`src/design/rsse_pkg.sv`:
```
// Purpose: shared constants and types of the rotate, subtract and skip execution unit
// Assumes: 8-bit data path, one core clock, synchronous active-low reset
// Notes:   operation codes are assigned by the enum; the decoder uses these names
package rsse_pkg;

    // ==========================================================
    // widths and field positions
    localparam int RSSE_DATA_W  = 8;
    localparam int RSSE_MSB     = 7;
    localparam int RSSE_NIB     = 4;
    localparam int RSSE_SEL_W   = 3;

    // ==========================================================
    // values and reset values
    localparam logic [7:0] RSSE_ALL_ONES = 8'hFF;
    localparam logic [7:0] RSSE_ZERO     = 8'h00;
    localparam logic [7:0] RSSE_ONE      = 8'h01;
    localparam logic [3:0] RSSE_NIB_ZERO = 4'h0;
    localparam logic [7:0] RSSE_ACC_RST  = 8'h00;

    // ==========================================================
    // operations
    typedef enum logic [4:0] {
        rotate_left,
        rotate_left_to_work,
        rotate_left_via_carry,
        rotate_left_via_carry_to_work,
        rotate_right,
        rotate_right_to_work,
        rotate_right_via_carry,
        rotate_right_via_carry_to_work,
        minus_work,
        minus_imm,
        minus_to_mem,
        borrow_minus,
        borrow_minus_imm,
        borrow_minus_to_mem,
        dec_skip_zero,
        dec_skip_zero_to_work,
        inc_skip_zero,
        inc_skip_zero_to_work,
        skip_if_nonzero_bit,
        skip_if_zero_bit,
        skip_if_nonzero,
        skip_if_zero,
        copy_skip_zero,
        set_byte,
        set_bit,
        nibble_exchange,
        nibble_exchange_to_work
    } rsse_op_t;

    typedef struct packed {
        logic                  valid;
        rsse_op_t              op;
        logic [RSSE_SEL_W-1:0] bit_sel;
        logic [7:0]            imm;
        logic [7:0]            operand;
    } rsse_req_t;

    typedef struct packed {
        logic signed_excess_flag;
        logic z;
        logic half_carry_flag;
        logic c;
        logic sign_carry_flag;
        logic chained_zero_flag;
    } rsse_flags_t;

    localparam rsse_flags_t RSSE_FLAGS_RST = 6'h00;

    typedef struct packed {
        logic       we;
        logic [7:0] wdata;
    } rsse_mem_t;

endpackage

```
`src/design/rsse_exec.sv`:
```
// Purpose: executes rotate, subtract, skip, set and nibble-swap operations of an 8-bit core
// Assumes: decoder presents one operation with the operand already read from data memory
// Notes:   skip operations take a dummy cycle; outputs are registered
//
// What this block does
// [RQ1] rotate left into working register, bit 7 to bit 0, memory and flags kept
// [RQ2] rotate memory left via carry: old carry to bit 0, bit 7 to carry
// [RQ3] same carry rotate left, result to working register, memory kept
// [RQ4] rotate memory right in place, bit 0 to bit 7, flags kept
// [RQ5] rotate right into working register, memory and flags kept
// [RQ6] rotate memory right via carry: old carry to bit 7, bit 0 to carry
// [RQ7] same carry rotate right, result to working register, carry from bit 0
// [RQ8] working register minus operand minus inverted carry, into working register
// [RQ9] immediate borrow subtract into working register
// [RQ10] borrow subtract written back to memory
// [RQ11] plain subtracts without carry, to working register or memory
// [RQ12] subtracts update all six flags; carry set when result not negative
// [RQ13] decrement memory, skip next when result is zero, no flags
// [RQ14] decrement to working register only, skip when zero
// [RQ15] increment to memory or working register, skip when zero
// [RQ16] every skip operation takes two cycles with a dummy cycle
// [RQ17] set byte writes all ones, set bit forces one bit, no flags
// [RQ18] skip when selected bit is one, flags kept
// [RQ19] skip when selected bit is zero
// [RQ20] byte tests write operand back, skip when zero or nonzero
// [RQ21] copy operand to working register, skip when zero, no flags
// [RQ22] nibble swap to memory or working register only, flags kept
// [RQ23] a skipped instruction is dropped with no side effects, counter passes it
`timescale 1ns/10ps
module rsse_exec
    import rsse_pkg::*;
#(
    parameter int DATA_W = RSSE_DATA_W
) (
    input  wire logic        clock,
    input  wire logic        resetn,
    input  wire rsse_req_t   req,
    output logic             ready,
    output logic [7:0]       working_register,
    output rsse_flags_t      flags,
    output rsse_mem_t        mem_wr,
    output logic             retire,
    output logic             skip_taken,
    output logic             discard
);

    // ==========================================================
    // parameter check
    if (DATA_W != RSSE_DATA_W) begin : g_bad_width
        $error("rsse_exec serves an 8-bit data path only");
    end

    // ==========================================================
    // bit select decode
    logic [7:0] bit_mask;
    for (genvar i = 0; i < RSSE_DATA_W; i++) begin : g_mask
        assign bit_mask[i] = (req.bit_sel == RSSE_SEL_W'(i));
    end

    // ==========================================================
    // state
    typedef enum logic {st_idle, st_dummy} rsse_state_t;

    rsse_state_t state;
    rsse_state_t next_state;
    logic        next_ready;
    logic [7:0]  next_working_register;
    rsse_flags_t next_flags;
    rsse_mem_t   next_mem_wr;
    logic        next_retire;
    logic        next_skip_taken;
    logic        next_discard;

    logic        accept;
    assign accept = (state == st_idle) && req.valid;

    always_comb begin
        logic [7:0] opnd;
        logic [7:0] sub_b;
        logic       borrow_in;
        logic       chained;
        logic [8:0] diff9;
        logic [4:0] half5;
        logic [7:0] rslt;
        logic       is_skip;
        logic       skip_cond;
        opnd      = req.operand;
        sub_b     = opnd;
        borrow_in = 1'b0;
        chained   = 1'b0;
        diff9     = 9'h000;
        half5     = 5'h00;
        rslt      = RSSE_ZERO;
        is_skip   = 1'b0;
        skip_cond = 1'b0;

        next_state            = state;
        next_ready            = ready;
        next_working_register = working_register;
        next_flags            = flags;
        next_mem_wr           = '0;
        next_retire           = 1'b0;
        next_skip_taken       = 1'b0;
        next_discard          = 1'b0;

        // subtract datapath shared by all six subtract forms
        if (req.op == minus_imm || req.op == borrow_minus_imm) begin
            sub_b = req.imm;
        end
        if (req.op == borrow_minus || req.op == borrow_minus_imm ||
            req.op == borrow_minus_to_mem) begin
            borrow_in = ~flags.c; // RQ8
            chained   = 1'b1;
        end
        diff9 = {1'b0, working_register} - {1'b0, sub_b} - {RSSE_ZERO, borrow_in};
        half5 = {1'b0, working_register[RSSE_NIB-1:0]} - {1'b0, sub_b[RSSE_NIB-1:0]}
              - {RSSE_NIB_ZERO, borrow_in};

        case (state)
            st_idle: begin
                if (req.valid) begin
                    next_retire = 1'b1;
                    case (req.op)
                        rotate_left: begin
                            next_mem_wr = {1'b1, opnd[RSSE_MSB-1:0], opnd[RSSE_MSB]};
                        end
                        rotate_left_to_work: begin
                            next_working_register = {opnd[RSSE_MSB-1:0], opnd[RSSE_MSB]}; // RQ1
                        end
                        rotate_left_via_carry: begin
                            next_mem_wr  = {1'b1, opnd[RSSE_MSB-1:0], flags.c}; // RQ2
                            next_flags.c = opnd[RSSE_MSB];                      // RQ2
                        end
                        rotate_left_via_carry_to_work: begin
                            next_working_register = {opnd[RSSE_MSB-1:0], flags.c}; // RQ3
                            next_flags.c          = opnd[RSSE_MSB];                // RQ3
                        end
                        rotate_right: begin
                            next_mem_wr = {1'b1, opnd[0], opnd[RSSE_MSB:1]}; // RQ4
                        end
                        rotate_right_to_work: begin
                            next_working_register = {opnd[0], opnd[RSSE_MSB:1]}; // RQ5
                        end
                        rotate_right_via_carry: begin
                            next_mem_wr  = {1'b1, flags.c, opnd[RSSE_MSB:1]}; // RQ6
                            next_flags.c = opnd[0];                           // RQ6
                        end
                        rotate_right_via_carry_to_work: begin
                            next_working_register = {flags.c, opnd[RSSE_MSB:1]}; // RQ7
                            next_flags.c          = opnd[0];                     // RQ7
                        end
                        minus_work, minus_imm, borrow_minus, borrow_minus_imm: begin
                            next_working_register = diff9[RSSE_MSB:0]; // RQ8 RQ9 RQ11
                        end
                        minus_to_mem, borrow_minus_to_mem: begin
                            next_mem_wr = {1'b1, diff9[RSSE_MSB:0]}; // RQ10 RQ11
                        end
                        dec_skip_zero: begin
                            rslt        = opnd - RSSE_ONE;
                            next_mem_wr = {1'b1, rslt}; // RQ13
                            is_skip     = 1'b1;
                            skip_cond   = (rslt == RSSE_ZERO); // RQ13
                        end
                        dec_skip_zero_to_work: begin
                            rslt                  = opnd - RSSE_ONE;
                            next_working_register = rslt; // RQ14
                            is_skip               = 1'b1;
                            skip_cond             = (rslt == RSSE_ZERO); // RQ14
                        end
                        inc_skip_zero: begin
                            rslt        = opnd + RSSE_ONE;
                            next_mem_wr = {1'b1, rslt}; // RQ15
                            is_skip     = 1'b1;
                            skip_cond   = (rslt == RSSE_ZERO); // RQ15
                        end
                        inc_skip_zero_to_work: begin
                            rslt                  = opnd + RSSE_ONE;
                            next_working_register = rslt; // RQ15
                            is_skip               = 1'b1;
                            skip_cond             = (rslt == RSSE_ZERO); // RQ15
                        end
                        skip_if_nonzero_bit: begin
                            is_skip   = 1'b1;
                            skip_cond = |(opnd & bit_mask); // RQ18
                        end
                        skip_if_zero_bit: begin
                            is_skip   = 1'b1;
                            skip_cond = ~|(opnd & bit_mask); // RQ19
                        end
                        skip_if_nonzero: begin
                            next_mem_wr = {1'b1, opnd}; // RQ20
                            is_skip     = 1'b1;
                            skip_cond   = (opnd != RSSE_ZERO); // RQ20
                        end
                        skip_if_zero: begin
                            next_mem_wr = {1'b1, opnd}; // RQ20
                            is_skip     = 1'b1;
                            skip_cond   = (opnd == RSSE_ZERO); // RQ20
                        end
                        copy_skip_zero: begin
                            next_working_register = opnd; // RQ21
                            is_skip               = 1'b1;
                            skip_cond             = (opnd == RSSE_ZERO); // RQ21
                        end
                        set_byte: begin
                            next_mem_wr = {1'b1, RSSE_ALL_ONES}; // RQ17
                        end
                        set_bit: begin
                            next_mem_wr = {1'b1, opnd | bit_mask}; // RQ17
                        end
                        nibble_exchange: begin // RQ22
                            next_mem_wr = {1'b1, opnd[RSSE_NIB-1:0], opnd[RSSE_MSB:RSSE_NIB]};
                        end
                        nibble_exchange_to_work: begin
                            next_working_register = {opnd[RSSE_NIB-1:0],
                                                     opnd[RSSE_MSB:RSSE_NIB]}; // RQ22
                        end
                        default: begin
                            next_retire = 1'b0;
                        end
                    endcase
                    // all six subtract forms share the flag update
                    if (req.op inside {minus_work, minus_imm, minus_to_mem,
                                       borrow_minus, borrow_minus_imm, borrow_minus_to_mem}) begin
                        next_flags.c                  = ~diff9[RSSE_DATA_W]; // RQ12
                        next_flags.half_carry_flag    = ~half5[RSSE_NIB];    // RQ12
                        next_flags.z                  = (diff9[RSSE_MSB:0] == RSSE_ZERO);
                        next_flags.signed_excess_flag =
                            (working_register[RSSE_MSB] ^ sub_b[RSSE_MSB]) &
                            (diff9[RSSE_MSB] ^ working_register[RSSE_MSB]); // RQ12
                        next_flags.sign_carry_flag    =
                            next_flags.signed_excess_flag ^ diff9[RSSE_MSB]; // RQ12
                        next_flags.chained_zero_flag  =
                            chained ? (next_flags.z & flags.chained_zero_flag)
                                    : next_flags.z; // RQ12
                    end
                    if (is_skip) begin
                        next_state      = st_dummy; // RQ16
                        next_ready      = 1'b0;     // RQ16
                        next_skip_taken = skip_cond;
                    end
                end
            end
            st_dummy: begin
                // the instruction offered now is dropped whole when the skip was taken
                next_state   = st_idle;
                next_ready   = 1'b1;
                next_discard = skip_taken && req.valid; // RQ23
            end
            default: begin
                next_state = st_idle;
                next_ready = 1'b1;
            end
        endcase
    end

    always_ff @(posedge clock) begin
        if (!resetn) begin
            state            <= st_idle;
            ready            <= 1'b1;
            working_register <= RSSE_ACC_RST;
            flags            <= RSSE_FLAGS_RST;
            mem_wr           <= '0;
            retire           <= 1'b0;
            skip_taken       <= 1'b0;
            discard          <= 1'b0;
        end else begin
            state            <= next_state;
            ready            <= next_ready;
            working_register <= next_working_register;
            flags            <= next_flags;
            mem_wr           <= next_mem_wr;
            retire           <= next_retire;
            skip_taken       <= next_skip_taken;
            discard          <= next_discard;
        end
    end

    // ==========================================================
    // checks
    logic        last_acc_valid;
    rsse_op_t    last_op;
    logic [7:0]  last_opnd;
    logic [7:0]  last_acc;
    logic [7:0]  last_mask;
    rsse_flags_t last_flags;

    always_ff @(posedge clock) begin
        if (!resetn) begin
            last_acc_valid <= 1'b0;
            last_op        <= rotate_left;
            last_opnd      <= RSSE_ZERO;
            last_acc       <= RSSE_ZERO;
            last_mask      <= RSSE_ZERO;
            last_flags     <= RSSE_FLAGS_RST;
        end else begin
            last_acc_valid <= accept;
            last_op        <= req.op;
            last_opnd      <= req.operand;
            last_acc       <= working_register;
            last_mask      <= bit_mask;
            last_flags     <= flags;
        end
    end

    rol_work_a: assert property (@(posedge clock) disable iff (!resetn) // RQ1
        last_acc_valid && last_op == rotate_left_to_work |->
        working_register == {last_opnd[6:0], last_opnd[7]} && !mem_wr.we && flags == last_flags)
        else $error("rotate left to working register wrong");

    rolc_mem_a: assert property (@(posedge clock) disable iff (!resetn) // RQ2
        last_acc_valid && last_op == rotate_left_via_carry |->
        mem_wr.we && mem_wr.wdata == {last_opnd[6:0], last_flags.c} && flags.c == last_opnd[7]
        && working_register == last_acc)
        else $error("rotate left via carry wrong");

    rorc_work_a: assert property (@(posedge clock) disable iff (!resetn) // RQ7
        last_acc_valid && last_op == rotate_right_via_carry_to_work |->
        working_register == {last_flags.c, last_opnd[7:1]} && flags.c == last_opnd[0])
        else $error("rotate right via carry to working register wrong");

    ror_mem_a: assert property (@(posedge clock) disable iff (!resetn) // RQ4
        last_acc_valid && last_op == rotate_right |->
        mem_wr.we && mem_wr.wdata == {last_opnd[0], last_opnd[7:1]} && flags == last_flags)
        else $error("rotate right in memory wrong");

    sbc_diff_a: assert property (@(posedge clock) disable iff (!resetn) // RQ8
        last_acc_valid && last_op == borrow_minus |->
        working_register == last_acc - last_opnd - {7'h00, ~last_flags.c})
        else $error("borrow subtract difference wrong");

    sub_carry_a: assert property (@(posedge clock) disable iff (!resetn) // RQ12
        last_acc_valid && last_op == minus_work |->
        flags.c == (last_acc >= last_opnd) && flags.z == (last_acc == last_opnd))
        else $error("subtract carry or zero flag wrong");

    dec_skip_a: assert property (@(posedge clock) disable iff (!resetn) // RQ13
        last_acc_valid && last_op == dec_skip_zero |->
        mem_wr.wdata == last_opnd - 8'h01 && skip_taken == (last_opnd == 8'h01)
        && flags == last_flags)
        else $error("decrement and skip wrong");

    skip_two_a: assert property (@(posedge clock) disable iff (!resetn) // RQ16
        accept && req.op inside {dec_skip_zero, inc_skip_zero, skip_if_zero_bit,
                                 skip_if_nonzero_bit, skip_if_zero, copy_skip_zero} |=>
        !ready ##1 ready)
        else $error("skip operation not two cycles");

    set_bit_a: assert property (@(posedge clock) disable iff (!resetn) // RQ17
        last_acc_valid && last_op == set_bit |->
        mem_wr.we && mem_wr.wdata == (last_opnd | last_mask) && flags == last_flags)
        else $error("set bit wrong");

    drop_next_a: assert property (@(posedge clock) disable iff (!resetn) // RQ23
        skip_taken && req.valid |=> discard && !retire && !mem_wr.we
        && working_register == last_acc && flags == last_flags)
        else $error("skipped instruction had side effects");

endmodule // rsse_exec

```
`config.mk`:
```
export PLATFORM = sky130hd
export DESIGN_NAME = rsse_exec
export DESIGN_NICKNAME = d
export VERILOG_FILES = /design/src/design/rsse_pkg.sv /design/src/design/rsse_exec.sv
export SDC_FILE = /design/constraint.sdc
export NUM_CORES = 1
export LEC_CHECK = 0
export BUFFER_PORTS_ARGS = -buffer_cell sky130_fd_sc_hd__buf_4
export CAP_MARGIN = 20
export CELL_PAD_IN_SITES_DETAIL_PLACEMENT = 0
export CELL_PAD_IN_SITES_GLOBAL_PLACEMENT = 1
export CORE_UTILIZATION = 43
export DETAILED_ROUTE_END_ITERATION = 10
export PLACE_DENSITY = 0.79
export SKIP_LAST_GASP = 1
export SLEW_MARGIN = 20
export SYNTH_ARGS = -nofsm -noshare
export SYNTH_HDL_FRONTEND = slang
export SYNTH_SLANG_ARGS = --single-unit
```
`constraint.sdc`:
```
create_clock -name clock -period 6.75 [get_ports clock]
set_input_delay 1.35 -clock clock [delete_from_list [all_inputs] [get_ports clock]]
set_output_delay 1.35 -clock clock [all_outputs]
set_load 0.05 [all_outputs]
```
# Word-level counts from Yosys, hierarchy flattened
# Index checks and enable logic that the tools add are counted.
classes:
  reduce_logical: 33
  n_addsub: 6
  muxes: 19
  n_bitwise: 14
  n_eq_ne: 35
op_table:
  columns: ["operator", "count"]
  rows:
  - ["$pmux 9 s11", 1]
  - ["$pmux 8 s9", 1]
  - ["$eq 5x5->1 const B", 11]
  - ["$eq 5x4->1 const B", 8]
  - ["$logic_not 8->1", 4]
  - ["$reduce_or 27->1", 1]
  - ["$eq 5x3->1 const B", 4]
  - ["$reduce_or 2->1", 7]
  - ["$eq 3x3->1 const B", 4]
  - ["$mux 1", 11]
  - ["$eq 5x2->1 const B", 2]
  - ["$reduce_and 3->1", 3]
  - ["$reduce_bool 9->1", 1]
  - ["$reduce_or 9->1", 1]
  - ["$sub 8x8->9", 1]
  - ["$sub 9x1->9", 1]
  - ["$add 8x1->8 const B", 1]
  - ["$and 8x8->8", 1]
  - ["$mux 8", 1]
  - ["$or 8x8->8", 1]
  - ["$reduce_bool 8->1", 1]
  - ["$reduce_or 4->1", 2]
  - ["$reduce_or 8->1", 1]
  - ["$sub 8x1->8 const B", 1]
  - ["22 further kinds", 37]
word_totals:
  wordCells: 121
  register_bits: 28

# Longest topological paths before layout
depth:
  depth_word: 9
  ltp_mapped: 17
  mapped_depth_nobuf: 14

# Worst setup path after synthesis
# Ideal clock, no wire load.
synth_path:
  kind: "in2reg"
  start: "input req[21] (netlist bit)"
  end: "register flags[0] (netlist bit)"
  t_required_ns: 6.675
  path_buffers: 2
  slack_ns: 1.269
  setup_ns: 0.075
  arrival_ns: 5.406
  cell_stages: 15
  path_cell_list: "clkbuf_1 buf_2 mux2_2 or3_1 fa_1 inv_1 ha_1 or2_2 fa_1 nand2b_1 a211oi_1 nor2_1 or4_1 or4_1 o22ai_1"
synth_via:
  elab_chain_cells: 8
  elab_cells_between_ends: 19
synth_rtl:
  columns: ["item", "line", "rtl"]
  rows:
  - ["start, declared", "rsse_exec.sv:37", "input wire rsse_req_t req,"]
  - ["$eq 5x4->1 (on tied branches)", "rsse_exec.sv:107, rsse_exec.sv:223, rsse_exec.sv:110", null]
  - ["$logic_or 1x1->1 (on tied branches)", "rsse_exec.sv:107, rsse_exec.sv:110", null]
  - ["$mux 8 / $logic_or 1x1->1 (equally long branches)", "rsse_exec.sv:107, rsse_exec.sv:110", null]
  - ["$sub 8x8->9 / $mux 1 (equally long branches)", "rsse_exec.sv:115, rsse_exec.sv:110", null]
  - ["$sub 9x1->9", "rsse_exec.sv:115", "diff9 = {1'b0, working_register} - {1'b0, sub_b} - {RSSE_ZERO, borrow_in};"]
  - ["$logic_not 8->1", "rsse_exec.sv:227", "next_flags.z = (diff9[RSSE_MSB:0] == RSSE_ZERO);"]
  - ["$and 1x1->1", "rsse_exec.sv:234", "chained ? (next_flags.z & flags.chained_zero_flag)"]
  - ["$mux 1", "rsse_exec.sv:234", null]
  - ["end signal, assigned", "rsse_exec.sv:271", "flags <= next_flags;"]
  - ["end, declared", "rsse_exec.sv:40", "output rsse_flags_t flags,"]
# Several ways; a longest one is shown, not always the timed one.
# A chain may end at the register's enable or synchronous reset.

# Worst setup path in the final report
layout_path:
  start: "input req[20] (netlist bit)"
  end: "register flags[0] (netlist bit)"
# Same word-level chain as after synthesis.

==> impl_metrics.ini <==
[run_status]
outcome = complete, but fails checks
violations = DRC

[cells_and_area]
drive_above_1_share = 0.1637
layout.nets = 555
diodes = 0
area_growth_syn_to_layout_pct = 10.93

[synthesis]
synth.distinct_cells = 81
syn_area_per_cell_um2 = 7.360
synth_area_um2 = 3628
synth_edf_count = 0
yosysTopAreaCell = dfxtp_1
synth-seq-cells = 28
postSynthCellCount = 493
ys_warn_count = 0
ys_seq_area_frac = 0.1545
synth_ff_type = dfxtp_1
synth_nets = 540
async_flop_share = 0
synth_top_area_frac = 0.1545
yosys-top-cells-area = dfxtp_1 15%, ha_1 6.2%, nand2_1 5.2%, a21oi_1 4.6%, nor2_1 4.0%

[placed_design]
dp_slack_ns = 1.002
io_buffers = 53
dp_hpwl_um = 9220
place_congestion = 0.9273

[timing]
finalSetupTns_ns = 0
layout_min_cycle_time_ns = 5.516
relSlewSlack = 0.4856
drv_slew = 0
hold_violations = 0
worst_pin_slew_ns = 0.7700
max_freq_ghz = 0.1813
setup_viol = 0
rsz0062_at_grt = false
clock_skew_ns = 0.002106
layout_setup_ws_ns = 1.234
fin_crit_sh = 0.8171

[floorplan]
die_w_um = 93.86
io_pins = 54
initial_core_util = 0.4438
fp.dieH_um = 93.86
die_area_um2 = 8810
std_cell_rows = 33
coreArea_um2 = 8175

[detailed_routing]
drt-initial-drc-count = 450
vias_per_cell = 6.498
wl_per_cell_um = 20.07
postRouteAntennaNets = 0
vias = 3977
drt_first_pass_iters = 9
wl_um = 12290
drc = 1

[hold_path]
hp-class = reg -> reg

[worst_setup_path]
cp_max_fo = 33
critPathMaxStageDelay_ns = 0.52
cpLargestDelayFamily = simple AND/OR/NAND/NOR gates
path_buf_inv = 2
worstPathCellList = buf_4, nand2_1, mux2_2, or3_1, fa_1, inv_1, ha_1, or2_2, fa_1, nand2b_1, a211oi_1, nor2_1, or4_1, or4_1, o22ai_1
critPathKind = in -> reg
arrival_ns = 5.73
critical_path_required_ns = 6.97
worstSetupEndpointType = flop
cp-start-kind = input port
slowest_stage = fa_1

[global_routing]
grt-ovfl-total = 0
grt_pass1_wl_um = 19090
antenna_found_initial = 0
grt_usage = 0.2797
grt_max_degree = 34
first_global_vias = 3521

[flow_run]
maxCapViolCount = 0

[pwr]
p_per_area_nw_per_um2 = 153.6
ir_worst_vdd_uv = 53.88
p_leak_nw = 1.545

[clock_tree]
path_clk_slew_ns = 0.10
cts_buffers = 3
clock-root-buffer = clkbuf_8
post_cts_buffers = 0
postCtsResizedCells = 0
insertion_delay_ns = 0.28
cts_tree = done
htree_levels = 1
cts.sinks = 28
clock_path_buffers = 2
postCtsHoldBufs = 0
[worst register-to-register path: cells and delay by family, from the launching register on]
family / cells / cell delay [ns]
buffers and inverters: 1 / 0.05
adder cells (fa/ha/maj): 3 / 1.13
AO/OA/AOI/OAI: 2 / 0.43
AND/OR/NAND/NOR: 6 / 1.92
flip-flops: 1 / 0.38
[cell type report]
cell class              count  area [µm²]
clock buffers               4       55.05
fillers                   832        4150
inverters                  27       101.3
multi-input cells         394        2771
flip-flops and latches     28       560.5
well taps                 105       131.4
repair buffers             54       405.4
[Yosys cell counts (all sizes together), types with 11 or more instances]
cell / number
nand2: 50
nor2: 39
a21oi: 34
dfxtp: 28
clkbuf: 26
inv: 26
o21ai: 20
buf: 18
ha: 18
a31oi: 14
nor3: 13
a221oi: 12
nand2b: 12
nand3: 12
xnor2: 12
a22oi: 11
mux2: 11
[kinds of logic after synthesis]
| logic type | Yosys count | share of synthesized area |
|---|---|---|
| buf+inv | 71 | 0.08172 |
| compound gates | 155 | 0.3045 |
| mux | 16 | 0.05482 |
| simple gates | 183 | 0.2831 |
| xor+xnor | 20 | 0.04828 |
| fa+ha+maj | 20 | 0.07310 |
| flops | 28 | 0.1545 |
[routing by layer]
metal	vias to the layer above	global-route usage	share of wire
met5	-	0	0
met4	0	0.09231	0.027
met3	25	0.03236	0.076
met2	205	0.4659	0.48
met1	1872	0.3723	0.41
li1	1875	-	-
[power breakdown]
group	leakage, nW	switching [mW]	internal, mW
Combinational	1.29	0.215	0.117
Clock	0.0288	0.0556	0.0524
Sequential	0.228	0.00590	0.173
Total	1.55	0.277	0.342
[per-stage QoR]
stage	std cells	utilization	total power, mW	hold WS [ns]	area (µm²)
6_report	612	0.4923	0.6181	0.4635	4025
5_1_grt	612	0.4923	0.6515	0.5129	4025
4_1_cts	612	0.4923	0.6155	0.4637	4025
3_5_place_dp	608	0.4856	0.5079	0.4490	3970
3_3_place_gp	608	0.4856	0.5039	0.4415	3970
2_1_floorplan	493	-	0.4192	0.5215	3628
[cell usage in the layout (no fill, tap or decap), types with 4 or more instances in the layout]
cell type,synthesis,routed
mux2_1,6,6
nand3_1,11,11
a21o_1,5,5
nand2_1,50,50
nor2_1,39,39
a211oi_1,9,9
or3_1,4,4
a22oi_1,11,11
a21oi_1,33,33
inv_1,26,26
clkbuf_8,0,4
o22ai_1,7,7
nor3_1,12,12
nand2b_1,11,11
xor2_1,8,8
and2_1,4,4
mux2_2,5,5
ha_1,18,18
buf_4,0,54
xnor2_1,12,12
and3_1,6,6
dfxtp_1,28,28
o21ai_0,18,18
nor2b_1,8,8
a31oi_1,14,14
a221oi_1,12,12
o211ai_1,7,7
[final timing paths]
kind / cells after the start / to / slack, ns / start
max: 15 / flags[0] / 1.23 / req[20]
min: 2 / flags[3] / 0.46 / flags[3]
max reg2reg: 12 / flags[0] / 2.79 / flags[2]
min reg2reg: 2 / flags[3] / 0.46 / flags[3]
[state kept, by name, summed over array words and instances, names as in the netlist]
| name | cells |
|---|---|
| mem_wr | 9 |
| skip_taken | 1 |
| state | 1 |
| working_register | 8 |
| retire | 1 |
| discard | 1 |
| ready | 1 |
| flags | 6 |
Power figures use the tool's default switching activity.
